[src/psg_pkg.sv]
// Constants, register map and carrier types of the pulse gate and squelch block.
// Assumes one sample clock shared with the register bus.
// Behaviour
// - Measure pulse width and repetition interval from per-pulse start and end markers.
// - Pass samples only while the gate is open inside the pulse; zero the others.
// - Edge gating opens a gate inside the pulse, 75% of measured width long.
// - Duty cycle is gate width divided by measured waveform period.
// - Squelch fully blanks the stream between pulses.
// - Gated samples get a gain derived from the duty cycle.
// - Detection is automatic after reset; gate centred on the pulse's central 75%.
// - Gate type none passes every sample ungated.
// - Level gating opens the gate by a software-supplied gate level.
// - Manual mode opens gate after programmed delay for programmed length.
// - Pulses shorter than ten samples (100 ns at 100 Msa/s) are rejected; the code instead closes the gate on the pulse that follows a short one.
// - Gating and duty logic keep working below 1% duty cycle.
// - The detector's gate signal drives the squelch's blank/pass select directly.
package psg_pkg;

    localparam int DW = 16;
    localparam int CW = 24;

    // --------------------------------------------------------------------
    // Timing
    // --------------------------------------------------------------------
    localparam int SAMPLE_RATE_MSPS = 100;
    localparam int MIN_PULSE_NS = 100;
    localparam int MIN_PULSE_SMP = (MIN_PULSE_NS * SAMPLE_RATE_MSPS + 999) / 1000;
    localparam int DIV_STEPS = 40;

    // --------------------------------------------------------------------
    // Register map
    // --------------------------------------------------------------------
    localparam logic [7:0] REG_CTRL = 8'h00;
    localparam logic [7:0] REG_GATE_DELAY = 8'h04;
    localparam logic [7:0] REG_GATE_LEN = 8'h08;
    localparam logic [7:0] REG_GATE_LEVEL = 8'h0C;
    localparam logic [7:0] REG_WIDTH = 8'h10;
    localparam logic [7:0] REG_PRI = 8'h14;
    localparam logic [7:0] REG_DUTY = 8'h18;
    localparam logic [7:0] REG_GAIN = 8'h1C;

    localparam int CTRL_MANUAL_BIT = 0;
    localparam int CTRL_GTYPE_LSB = 1;
    localparam int WIDTH_VALID_BIT = 31;

    localparam logic [1:0] GTYPE_EDGE = 2'h0;
    localparam logic [1:0] GTYPE_LEVEL = 2'h1;
    localparam logic [1:0] GTYPE_NONE = 2'h2;

    localparam logic CTRL_MANUAL_RST = 1'b0;
    localparam logic [1:0] GTYPE_RST = GTYPE_EDGE;
    localparam logic [15:0] GAIN_UNITY = 16'h0100;
    localparam logic [15:0] DUTY_FULL = 16'hFFFF;
    localparam logic [1:0] RESP_OKAY = 2'h0;
    localparam logic [1:0] RESP_SLVERR = 2'h2;

    typedef enum logic [2:0] {
        PSG_DIV_IDLE = 3'b001,
        PSG_DIV_DUTY = 3'b010,
        PSG_DIV_GAIN = 3'b100
    } psg_div_e;

    typedef struct packed {
        logic [DW-1:0] i;
        logic [DW-1:0] q;
        logic start;
        logic stop;
    } psg_in_s;

    typedef struct packed {
        logic [DW-1:0] i;
        logic [DW-1:0] q;
        logic gate;
    } psg_out_s;

endpackage

[src/psg_top.sv]
// Pulse gate, squelch and duty-cycle gain on a valid/ready sample stream.
// Assumes markers arrive on the samples they mark and an AXI4-Lite master.
//
// The AXI4-Lite register port and the register addresses were left to the implementer.
`timescale 1ns/1ps
module psg_top
    import psg_pkg::*;
#(
    parameter int DEPTH = 2
) (
    input wire logic aclk,
    input wire logic aresetn,
    input wire logic s_valid,
    input wire psg_in_s s_data,
    output logic s_ready,
    output logic m_valid,
    output psg_out_s m_data,
    input wire logic m_ready,
    input wire logic [7:0] s_axi_awaddr,
    input wire logic s_axi_awvalid,
    output logic s_axi_awready,
    input wire logic [31:0] s_axi_wdata,
    input wire logic [3:0] s_axi_wstrb,
    input wire logic s_axi_wvalid,
    output logic s_axi_wready,
    output logic [1:0] s_axi_bresp,
    output logic s_axi_bvalid,
    input wire logic s_axi_bready,
    input wire logic [7:0] s_axi_araddr,
    input wire logic s_axi_arvalid,
    output logic s_axi_arready,
    output logic [31:0] s_axi_rdata,
    output logic [1:0] s_axi_rresp,
    output logic s_axi_rvalid,
    input wire logic s_axi_rready
);

    // --------------------------------------------------------------------
    // Register bus
    // --------------------------------------------------------------------
    logic manual_r;
    logic [1:0] gtype_r;
    logic [CW-1:0] gdelay_r;
    logic [CW-1:0] glen_r;
    logic [DW-1:0] glevel_r;
    logic aw_got_r;
    logic w_got_r;
    logic [7:0] awaddr_r;
    logic [31:0] wdata_r;
    logic [3:0] wstrb_r;
    logic [CW-1:0] width_r;
    logic width_ok_r;
    logic [CW-1:0] pri_r;
    logic [15:0] duty_r;
    logic [15:0] gain_r;

    function automatic logic [31:0] merge(input logic [31:0] old, input logic [31:0] nw,
                                          input logic [3:0] be);
        logic [31:0] r;
        r = old;
        for (int b = 0; b < 4; b++) begin
            if (be[b]) begin
                r[8*b +: 8] = nw[8*b +: 8];
            end
        end
        return r;
    endfunction

    wire logic wr_go = aw_got_r && w_got_r && !s_axi_bvalid;

    always_ff @(posedge aclk) begin
        if (!aresetn) begin
            aw_got_r <= 1'b0;
            w_got_r <= 1'b0;
            s_axi_awready <= 1'b0;
            s_axi_wready <= 1'b0;
            s_axi_bvalid <= 1'b0;
            s_axi_bresp <= RESP_OKAY;
            awaddr_r <= 8'h00;
            wdata_r <= 32'h0;
            wstrb_r <= 4'h0;
        end else begin
            s_axi_awready <= !aw_got_r && !(s_axi_awvalid && s_axi_awready) && !wr_go;
            s_axi_wready <= !w_got_r && !(s_axi_wvalid && s_axi_wready) && !wr_go;
            if (s_axi_awvalid && s_axi_awready) begin
                aw_got_r <= 1'b1;
                awaddr_r <= s_axi_awaddr;
            end
            if (s_axi_wvalid && s_axi_wready) begin
                w_got_r <= 1'b1;
                wdata_r <= s_axi_wdata;
                wstrb_r <= s_axi_wstrb;
            end
            if (wr_go) begin
                aw_got_r <= 1'b0;
                w_got_r <= 1'b0;
                s_axi_bvalid <= 1'b1;
                s_axi_bresp <= (awaddr_r <= REG_GATE_LEVEL && awaddr_r[1:0] == 2'h0) ?
                               RESP_OKAY : RESP_SLVERR;
            end else if (s_axi_bready) begin
                s_axi_bvalid <= 1'b0;
            end
        end
    end

    always_ff @(posedge aclk) begin
        logic [31:0] v;
        if (!aresetn) begin
            manual_r <= CTRL_MANUAL_RST;
            gtype_r <= GTYPE_RST;
            gdelay_r <= '0;
            glen_r <= '0;
            glevel_r <= '0;
        end else if (wr_go) begin
            case (awaddr_r)
                REG_CTRL: begin
                    v = merge({29'h0, gtype_r, manual_r}, wdata_r, wstrb_r);
                    manual_r <= v[CTRL_MANUAL_BIT];
                    gtype_r <= v[CTRL_GTYPE_LSB +: 2];
                end
                REG_GATE_DELAY: begin
                    v = merge({8'h0, gdelay_r}, wdata_r, wstrb_r);
                    gdelay_r <= v[CW-1:0];
                end
                REG_GATE_LEN: begin
                    v = merge({8'h0, glen_r}, wdata_r, wstrb_r);
                    glen_r <= v[CW-1:0];
                end
                REG_GATE_LEVEL: begin
                    v = merge({16'h0, glevel_r}, wdata_r, wstrb_r);
                    glevel_r <= v[DW-1:0];
                end
                default: begin
                    v = 32'h0;
                end
            endcase
        end
    end

    always_ff @(posedge aclk) begin
        if (!aresetn) begin
            s_axi_arready <= 1'b0;
            s_axi_rvalid <= 1'b0;
            s_axi_rdata <= 32'h0;
            s_axi_rresp <= RESP_OKAY;
        end else begin
            s_axi_arready <= !s_axi_rvalid && !(s_axi_arvalid && s_axi_arready);
            if (s_axi_arvalid && s_axi_arready) begin
                s_axi_rvalid <= 1'b1;
                s_axi_rresp <= (s_axi_araddr <= REG_GAIN && s_axi_araddr[1:0] == 2'h0) ?
                               RESP_OKAY : RESP_SLVERR;
                case (s_axi_araddr)
                    REG_CTRL: s_axi_rdata <= {29'h0, gtype_r, manual_r};
                    REG_GATE_DELAY: s_axi_rdata <= {8'h0, gdelay_r};
                    REG_GATE_LEN: s_axi_rdata <= {8'h0, glen_r};
                    REG_GATE_LEVEL: s_axi_rdata <= {16'h0, glevel_r};
                    REG_WIDTH: s_axi_rdata <= {width_ok_r, 7'h0, width_r};
                    REG_PRI: s_axi_rdata <= {8'h0, pri_r};
                    REG_DUTY: s_axi_rdata <= {16'h0, duty_r};
                    REG_GAIN: s_axi_rdata <= {16'h0, gain_r};
                    default: s_axi_rdata <= 32'h0;
                endcase
            end else if (s_axi_rready) begin
                s_axi_rvalid <= 1'b0;
            end
        end
    end

    // --------------------------------------------------------------------
    // Pulse measurement
    // --------------------------------------------------------------------
    logic [CW-1:0] pos_r;
    logic in_pulse_r;
    logic seen_start_r;
    logic pri_new_r;
    wire logic take = s_valid && s_ready;
    wire logic [CW-1:0] pos_inc = (&pos_r) ? pos_r : pos_r + 1'b1;
    wire logic [CW-1:0] cpos = s_data.start ? '0 : pos_inc;
    wire logic on_now = s_data.start || in_pulse_r;

    always_ff @(posedge aclk) begin
        if (!aresetn) begin
            pos_r <= '0;
            in_pulse_r <= 1'b0;
            seen_start_r <= 1'b0;
            width_r <= '0;
            width_ok_r <= 1'b0;
            pri_r <= '0;
            pri_new_r <= 1'b0;
        end else begin
            pri_new_r <= 1'b0;
            if (take) begin
                pos_r <= cpos;
                if (s_data.start) begin
                    in_pulse_r <= !s_data.stop;
                    seen_start_r <= 1'b1;
                    if (seen_start_r) begin
                        pri_r <= pos_inc;
                        pri_new_r <= 1'b1;
                    end
                end
                if (s_data.stop && on_now) begin
                    in_pulse_r <= 1'b0;
                    width_r <= cpos + 1'b1;
                    width_ok_r <= (cpos + 1'b1) >= CW'(MIN_PULSE_SMP);
                end
            end
        end
    end

    // --------------------------------------------------------------------
    // Gate generation
    // --------------------------------------------------------------------
    logic [CW-1:0] g_delay;
    logic [CW-1:0] g_len;
    logic [DW:0] mag;
    logic gate;

    always_comb begin
        if (manual_r) begin
            g_delay = gdelay_r;
            g_len = glen_r;
        end else begin
            g_delay = width_r >> 3;
            g_len = width_r - (width_r >> 2);
        end
        mag = {1'b0, s_data.i[DW-1] ? -s_data.i : s_data.i} +
              {1'b0, s_data.q[DW-1] ? -s_data.q : s_data.q};
        case (gtype_r)
            GTYPE_NONE: gate = 1'b1;
            GTYPE_LEVEL: gate = on_now && width_ok_r && (mag >= {1'b0, glevel_r});
            default: gate = on_now && width_ok_r && (cpos >= g_delay) &&
                ({1'b0, cpos} < {1'b0, g_delay} + {1'b0, g_len});
        endcase
    end

    // --------------------------------------------------------------------
    // Duty cycle and gain divider
    // --------------------------------------------------------------------
    psg_div_e div_st_r;
    logic [39:0] num_r;
    logic [39:0] quo_r;
    logic [CW:0] rem_r;
    logic [CW-1:0] den_r;
    logic [5:0] step_r;
    wire logic [CW:0] trial = {rem_r[CW-1:0], num_r[39]};
    wire logic ge = trial >= {1'b0, den_r};
    wire logic [CW-1:0] eff_len = (gtype_r == GTYPE_NONE) ? pri_r : g_len;

    always_ff @(posedge aclk) begin
        if (!aresetn) begin
            div_st_r <= PSG_DIV_IDLE;
            num_r <= '0;
            quo_r <= '0;
            rem_r <= '0;
            den_r <= '0;
            step_r <= '0;
            duty_r <= DUTY_FULL;
            gain_r <= GAIN_UNITY;
        end else begin
            case (div_st_r)
                PSG_DIV_IDLE: begin
                    if (pri_new_r && pri_r != '0 && eff_len != '0) begin
                        num_r <= {8'h00, pri_r, 8'h00};
                        den_r <= eff_len;
                        rem_r <= '0;
                        step_r <= '0;
                        div_st_r <= PSG_DIV_GAIN;
                    end
                end
                PSG_DIV_DUTY, PSG_DIV_GAIN: begin
                    rem_r <= ge ? trial - {1'b0, den_r} : trial;
                    quo_r <= {quo_r[38:0], ge};
                    num_r <= {num_r[38:0], 1'b0};
                    step_r <= step_r + 1'b1;
                    if (step_r == 6'(DIV_STEPS - 1)) begin
                        step_r <= '0;
                        rem_r <= '0;
                        if (div_st_r == PSG_DIV_GAIN) begin
                            gain_r <= (|quo_r[38:15]) ? DUTY_FULL : {quo_r[14:0], ge};
                            num_r <= {den_r, 16'h0000};
                            den_r <= pri_r;
                            div_st_r <= PSG_DIV_DUTY;
                        end else begin
                            duty_r <= (|quo_r[38:15]) ? DUTY_FULL : {quo_r[14:0], ge};
                            div_st_r <= PSG_DIV_IDLE;
                        end
                    end
                end
                default: div_st_r <= PSG_DIV_IDLE;
            endcase
        end
    end

    // --------------------------------------------------------------------
    // Squelch and output buffer
    // --------------------------------------------------------------------
    function automatic logic [DW-1:0] scale(input logic [DW-1:0] x, input logic [15:0] g);
        logic signed [DW+16:0] p;
        logic signed [DW+8:0] s;
        p = $signed(x) * $signed({1'b0, g});
        s = p[DW+16:8];
        if (s > $signed({10'h000, 15'h7FFF})) begin
            return 16'h7FFF;
        end else if (s < -$signed({10'h000, 15'h7FFF}) - 1) begin
            return 16'h8000;
        end
        return s[DW-1:0];
    endfunction

    psg_out_s push_d;
    logic [15:0] use_gain;
    psg_out_s buf_r [DEPTH];
    logic [$clog2(DEPTH):0] cnt_r;
    logic [$clog2(DEPTH):0] cnt_nxt;
    wire logic pop = m_valid && m_ready;

    always_comb begin
        use_gain = (gtype_r == GTYPE_NONE) ? GAIN_UNITY : gain_r;
        push_d.gate = gate;
        push_d.i = gate ? scale(s_data.i, use_gain) : '0;
        push_d.q = gate ? scale(s_data.q, use_gain) : '0;
        cnt_nxt = cnt_r + (take ? 1'b1 : 1'b0) - (pop ? 1'b1 : 1'b0);
    end

    always_ff @(posedge aclk) begin
        if (!aresetn) begin
            cnt_r <= '0;
            s_ready <= 1'b0;
            m_valid <= 1'b0;
            m_data <= '0;
            for (int k = 0; k < DEPTH; k++) begin
                buf_r[k] <= '0;
            end
        end else begin
            cnt_r <= cnt_nxt;
            s_ready <= cnt_nxt < DEPTH;
            m_valid <= cnt_nxt != '0;
            if (pop) begin
                for (int k = 0; k < DEPTH - 1; k++) begin
                    buf_r[k] <= buf_r[k+1];
                end
            end
            if (take) begin
                buf_r[int'(cnt_r) - (pop ? 1 : 0)] <= push_d;
            end
            if (pop) begin
                m_data <= (cnt_r > 1) ? buf_r[1] : push_d;
            end else if (cnt_r == '0) begin
                m_data <= push_d;
            end
        end
    end

endmodule

[config.mk]
export PLATFORM = sky130hd
export DESIGN_NAME = psg_top
export DESIGN_NICKNAME = d
export VERILOG_FILES = /design/src/psg_pkg.sv /design/src/psg_top.sv
export SDC_FILE = /design/constraint.sdc
export NUM_CORES = 2
export LEC_CHECK = 0
export ABC_AREA = 0
export BUFFER_PORTS_ARGS = -buffer_cell sky130_fd_sc_hd__buf_4
export CORE_MARGIN = 5
export CORE_UTILIZATION = 25
export CTS_CLUSTER_SIZE = 30
export DETAILED_ROUTE_END_ITERATION = 16
export GPL_ROUTABILITY_DRIVEN = 0
export PLACE_DENSITY = 0.4
export SLEW_MARGIN = 10
export SYNTH_ARGS = -nofsm -noshare
export SYNTH_HDL_FRONTEND = slang
export SYNTH_SLANG_ARGS = --single-unit
[constraint.sdc]
create_clock -name aclk -period 19 [get_ports aclk]
set_clock_uncertainty 0.2 [all_clocks]
set_input_delay 0.95 -clock aclk [delete_from_list [all_inputs] [get_ports aclk]]
set_output_delay 0.95 -clock aclk [all_outputs]
set_load 0.05 [all_outputs]
==> results_dict.tcl <==
set metrics [dict create \
    cts_setup_buffers 0 \
    nFillCells 19100 \
    die-area_um2 184000 \
    slew_violations 0 \
    end_kind "flop" \
    die_h_um 429 \
    design_area_um2 49300 \
    dr.pass1.iters 6 \
    ir_worst_vdd_mv 0.0718 \
    tns_ns 0 \
    rr_worst_depth 25 \
    yosysTopAreaCell "dfxtp_1" \
    core-area_um2 176000 \
    yosysUniqueCellTypes 89 \
    drt-initial-drc-count 2374 \
    synth.yosys.seq_area_share 0.209 \
    r2r_start "gtype_r[1]" \
    grt_pass1_vias 37200 \
    synth_area_leaders "dfxtp_1 (19%), fa_1 (18%), ha_1 (11%)" \
    powerDensity_nw_per_um2 65.4 \
    grt_start_max_net_pins 179 \
    drt_wl_total_mm 160 \
    cts.htree.levels 2 \
    worst_slew_pin_slew_ns 1.24 \
    regArea_um2 9180 \
    multiInputGateArea_um2 31300 \
    p_total_w 0.00322 \
    vias 37300 \
    ys.warnings.count 0 \
    leakagePower_nw 21.2 \
    cts.sinks 442 \
    grt.overflow.total 0 \
    fin_crit_sh 0.508 \
    dp_hpwl_mm 121 \
    ios 171 \
    cp.arrival_ns 10.00 \
    route.detailed.drc 0 \
    final_antenna_net_count 0 \
    path_class "reg2reg" \
    track_usage 0.167 \
    final_nets 6227 \
    min_to "quo_r[3]" \
    startpoint_type "flop" \
    synth_area_um2 44000 \
    start_util 0.250 \
    crit_fanout 29 \
    rows 154 \
    synth_edf_count 33 \
    crit_top_cell "fa_1" \
    cts_max_path_buffers 3 \
    drive_gt1_frac 0.0724 \
    yosys_register_bits 442 \
    area_growth_pct 12.1 \
    r2r-end "m_data[18]" \
    rsz0062_at_grt "no" \
    hold_class "reg2reg" \
    outcome "completed" \
    fmax_ghz 0.104 \
    crit_family "adder cells" \
    cts_resized 0 \
    hold_viol 0 \
    slowest_stage "nor4_1" \
    die_x_um 429 \
    critPathBufInv 4 \
    relSlewSlack 0.163 \
    fin_crit_ns 9.65 \
    clockRootBuffer "clkbuf_16" \
    slowest_delay_ns 0.71 \
    synthFlopType "dfxtp_1" \
    required_ns 19.35 \
    whs_path_depth 2 \
    netlist.area_leader.share 0.186 \
    netlist_instances 5379 \
    post_dp_cell_area_um2 47500 \
    port_buffers 152 \
    hold_buffers 0 \
    max_cap_violations 0 \
    insertion_delay_ns 0.68 \
    path_clk_slew_ns 0.07 \
    cts_made_buffers 52 \
    syn_avg_cell_area_um2 8.17 \
    holdCritStartpoint "quo_r[2]" \
    grt_antenna_before_repair 9 \
    grt_first_pass_wirelength_mm 239 \
    cts_tree "built" \
    synthArstFlopShare 0 \
    setup_viol 0 \
    viasPerCell 4.82 \
    rrSetupSlack_ns 9.35 \
    wl_per_cell_um 20.7 \
]
==> metal layers <==
| metal | GRT usage | up-vias | part of all wire |
|---|---|---|---|
| met3 | 0.0182 | 172 | 0.039 |
| met2 | 0.280 | 748 | 0.47 |
| met1 | 0.233 | 18400 | 0.47 |
| met5 | 0 | - | 0.00016 |
| li1 | - | 17900 | - |
| met4 | 0.0367 | 4 | 0.023 |
==> flip-flops by register name, summed over array words and instances (netlist names), 16 cells and up <==
register	cells
s_axi_rdata	25
m_data	33
buf_r	33
wdata_r	24
gdelay_r	24
rem_r	24
num_r	32
den_r	24
pri_r	24
glevel_r	16
glen_r	24
width_r	24
gain_r	16
quo_r	39
duty_r	16
pos_r	24
==> synthesized netlist by cell type (all sizes together), types with 12 or more instances <==
master	count
a32oi	16
or4	12
nor2b	43
a32o	25
nor2	324
o221ai	13
nand3	110
or2	17
buf	46
a222oi	12
o2bb2ai	33
a22oi	22
nand2	784
and3	30
and2	259
clkbuf	266
fa	390
o31ai	25
nor4	38
a211oi	78
dfxtp	409
mux2i	76
a21o	59
inv	648
a21oi	373
nand2b	68
a221oi	21
ha	397
o21bai	12
edfxtp	33
a31oi	26
a22o	19
a21boi	25
o211ai	41
nor3	81
xnor2	122
and4b	17
nand4	36
o21ai	126
or3	22
o21a	41
xor2	57
==> worst max path at each step <==
stage / to / start / cells after the start / slack [ns]
5_1_grt: m_data[17] / gtype_r[1] / 27 / 8.70
3_3_place_gp: m_data[18] / gtype_r[1] / 27 / 9.28
2_1_floorplan: buf_r[1][22] / gtype_r[0] / 32 / 10.05
3_5_place_dp: m_data[28] / gtype_r[1] / 27 / 9.22
4_1_cts: m_data[18] / gtype_r[1] / 27 / 9.13
6_report: m_data[18] / gtype_r[1] / 25 / 9.35
==> per-stage QoR <==
stage / hold WS [ns] / utilization / setup WS, ns / std cells
2_1_floorplan: 0.224 / - / 10.05 / 5387
3_3_place_gp: 0.239 / 0.271 / 9.28 / 7631
3_5_place_dp: 0.239 / 0.271 / 9.22 / 7631
4_1_cts: 0.239 / 0.281 / 9.13 / 7728
5_1_grt: 0.260 / 0.281 / 8.70 / 7728
6_report: 0.245 / 0.281 / 9.35 / 7729
==> report_power, final <==
| group | switching, W | internal, W |
|---|---|---|
| Clock | 0.000461 | 0.000618 |
| Combinational | 0.000749 | 0.000402 |
| Sequential | 0.0000269 | 0.000966 |
==> cells in the final DEF, fill, tap and decap left out, types with 118 or more instances in the layout <==
cell     synthesis  layout
xnor2_1        122     122
and2_1         259     259
buf_4           10     215
fa_1           390     390
nor2_1         324     318
inv_1          647     646
nand2_1        784     784
ha_1           397     396
a21oi_1        373     371
o21ai_0        119     118
dfxtp_1        409     408
==> tightest hold or removal path: stages (launching register included) <==
cell	delay, ns
dfxtp_1	0.33
nand2_1	0.07
a21oi_1	0.05
==> cells by family after synthesis <==
group,synth area share
adder cells (fa/ha/maj),0.291
flip-flops,0.209
other,0.0000853
multiplexers,0.0199
AO/OA/AOI/OAI,0.157
XOR/XNOR,0.0357
buffers and inverters,0.0836
AND/OR/NAND/NOR,0.204
==> final cells by class <==
cell class                      instances  area share
Antenna cell                            1   0.0000508
Clock buffer                           75      0.0302
Clock inverter                         22     0.00655
Inverter                              651      0.0497
Multi-Input combinational cell       3982       0.635
Sequential cell                       442       0.186
Tap cell                             2340      0.0594
Timing Repair Buffer                  216      0.0331
(Power assumes the default switching activity.)
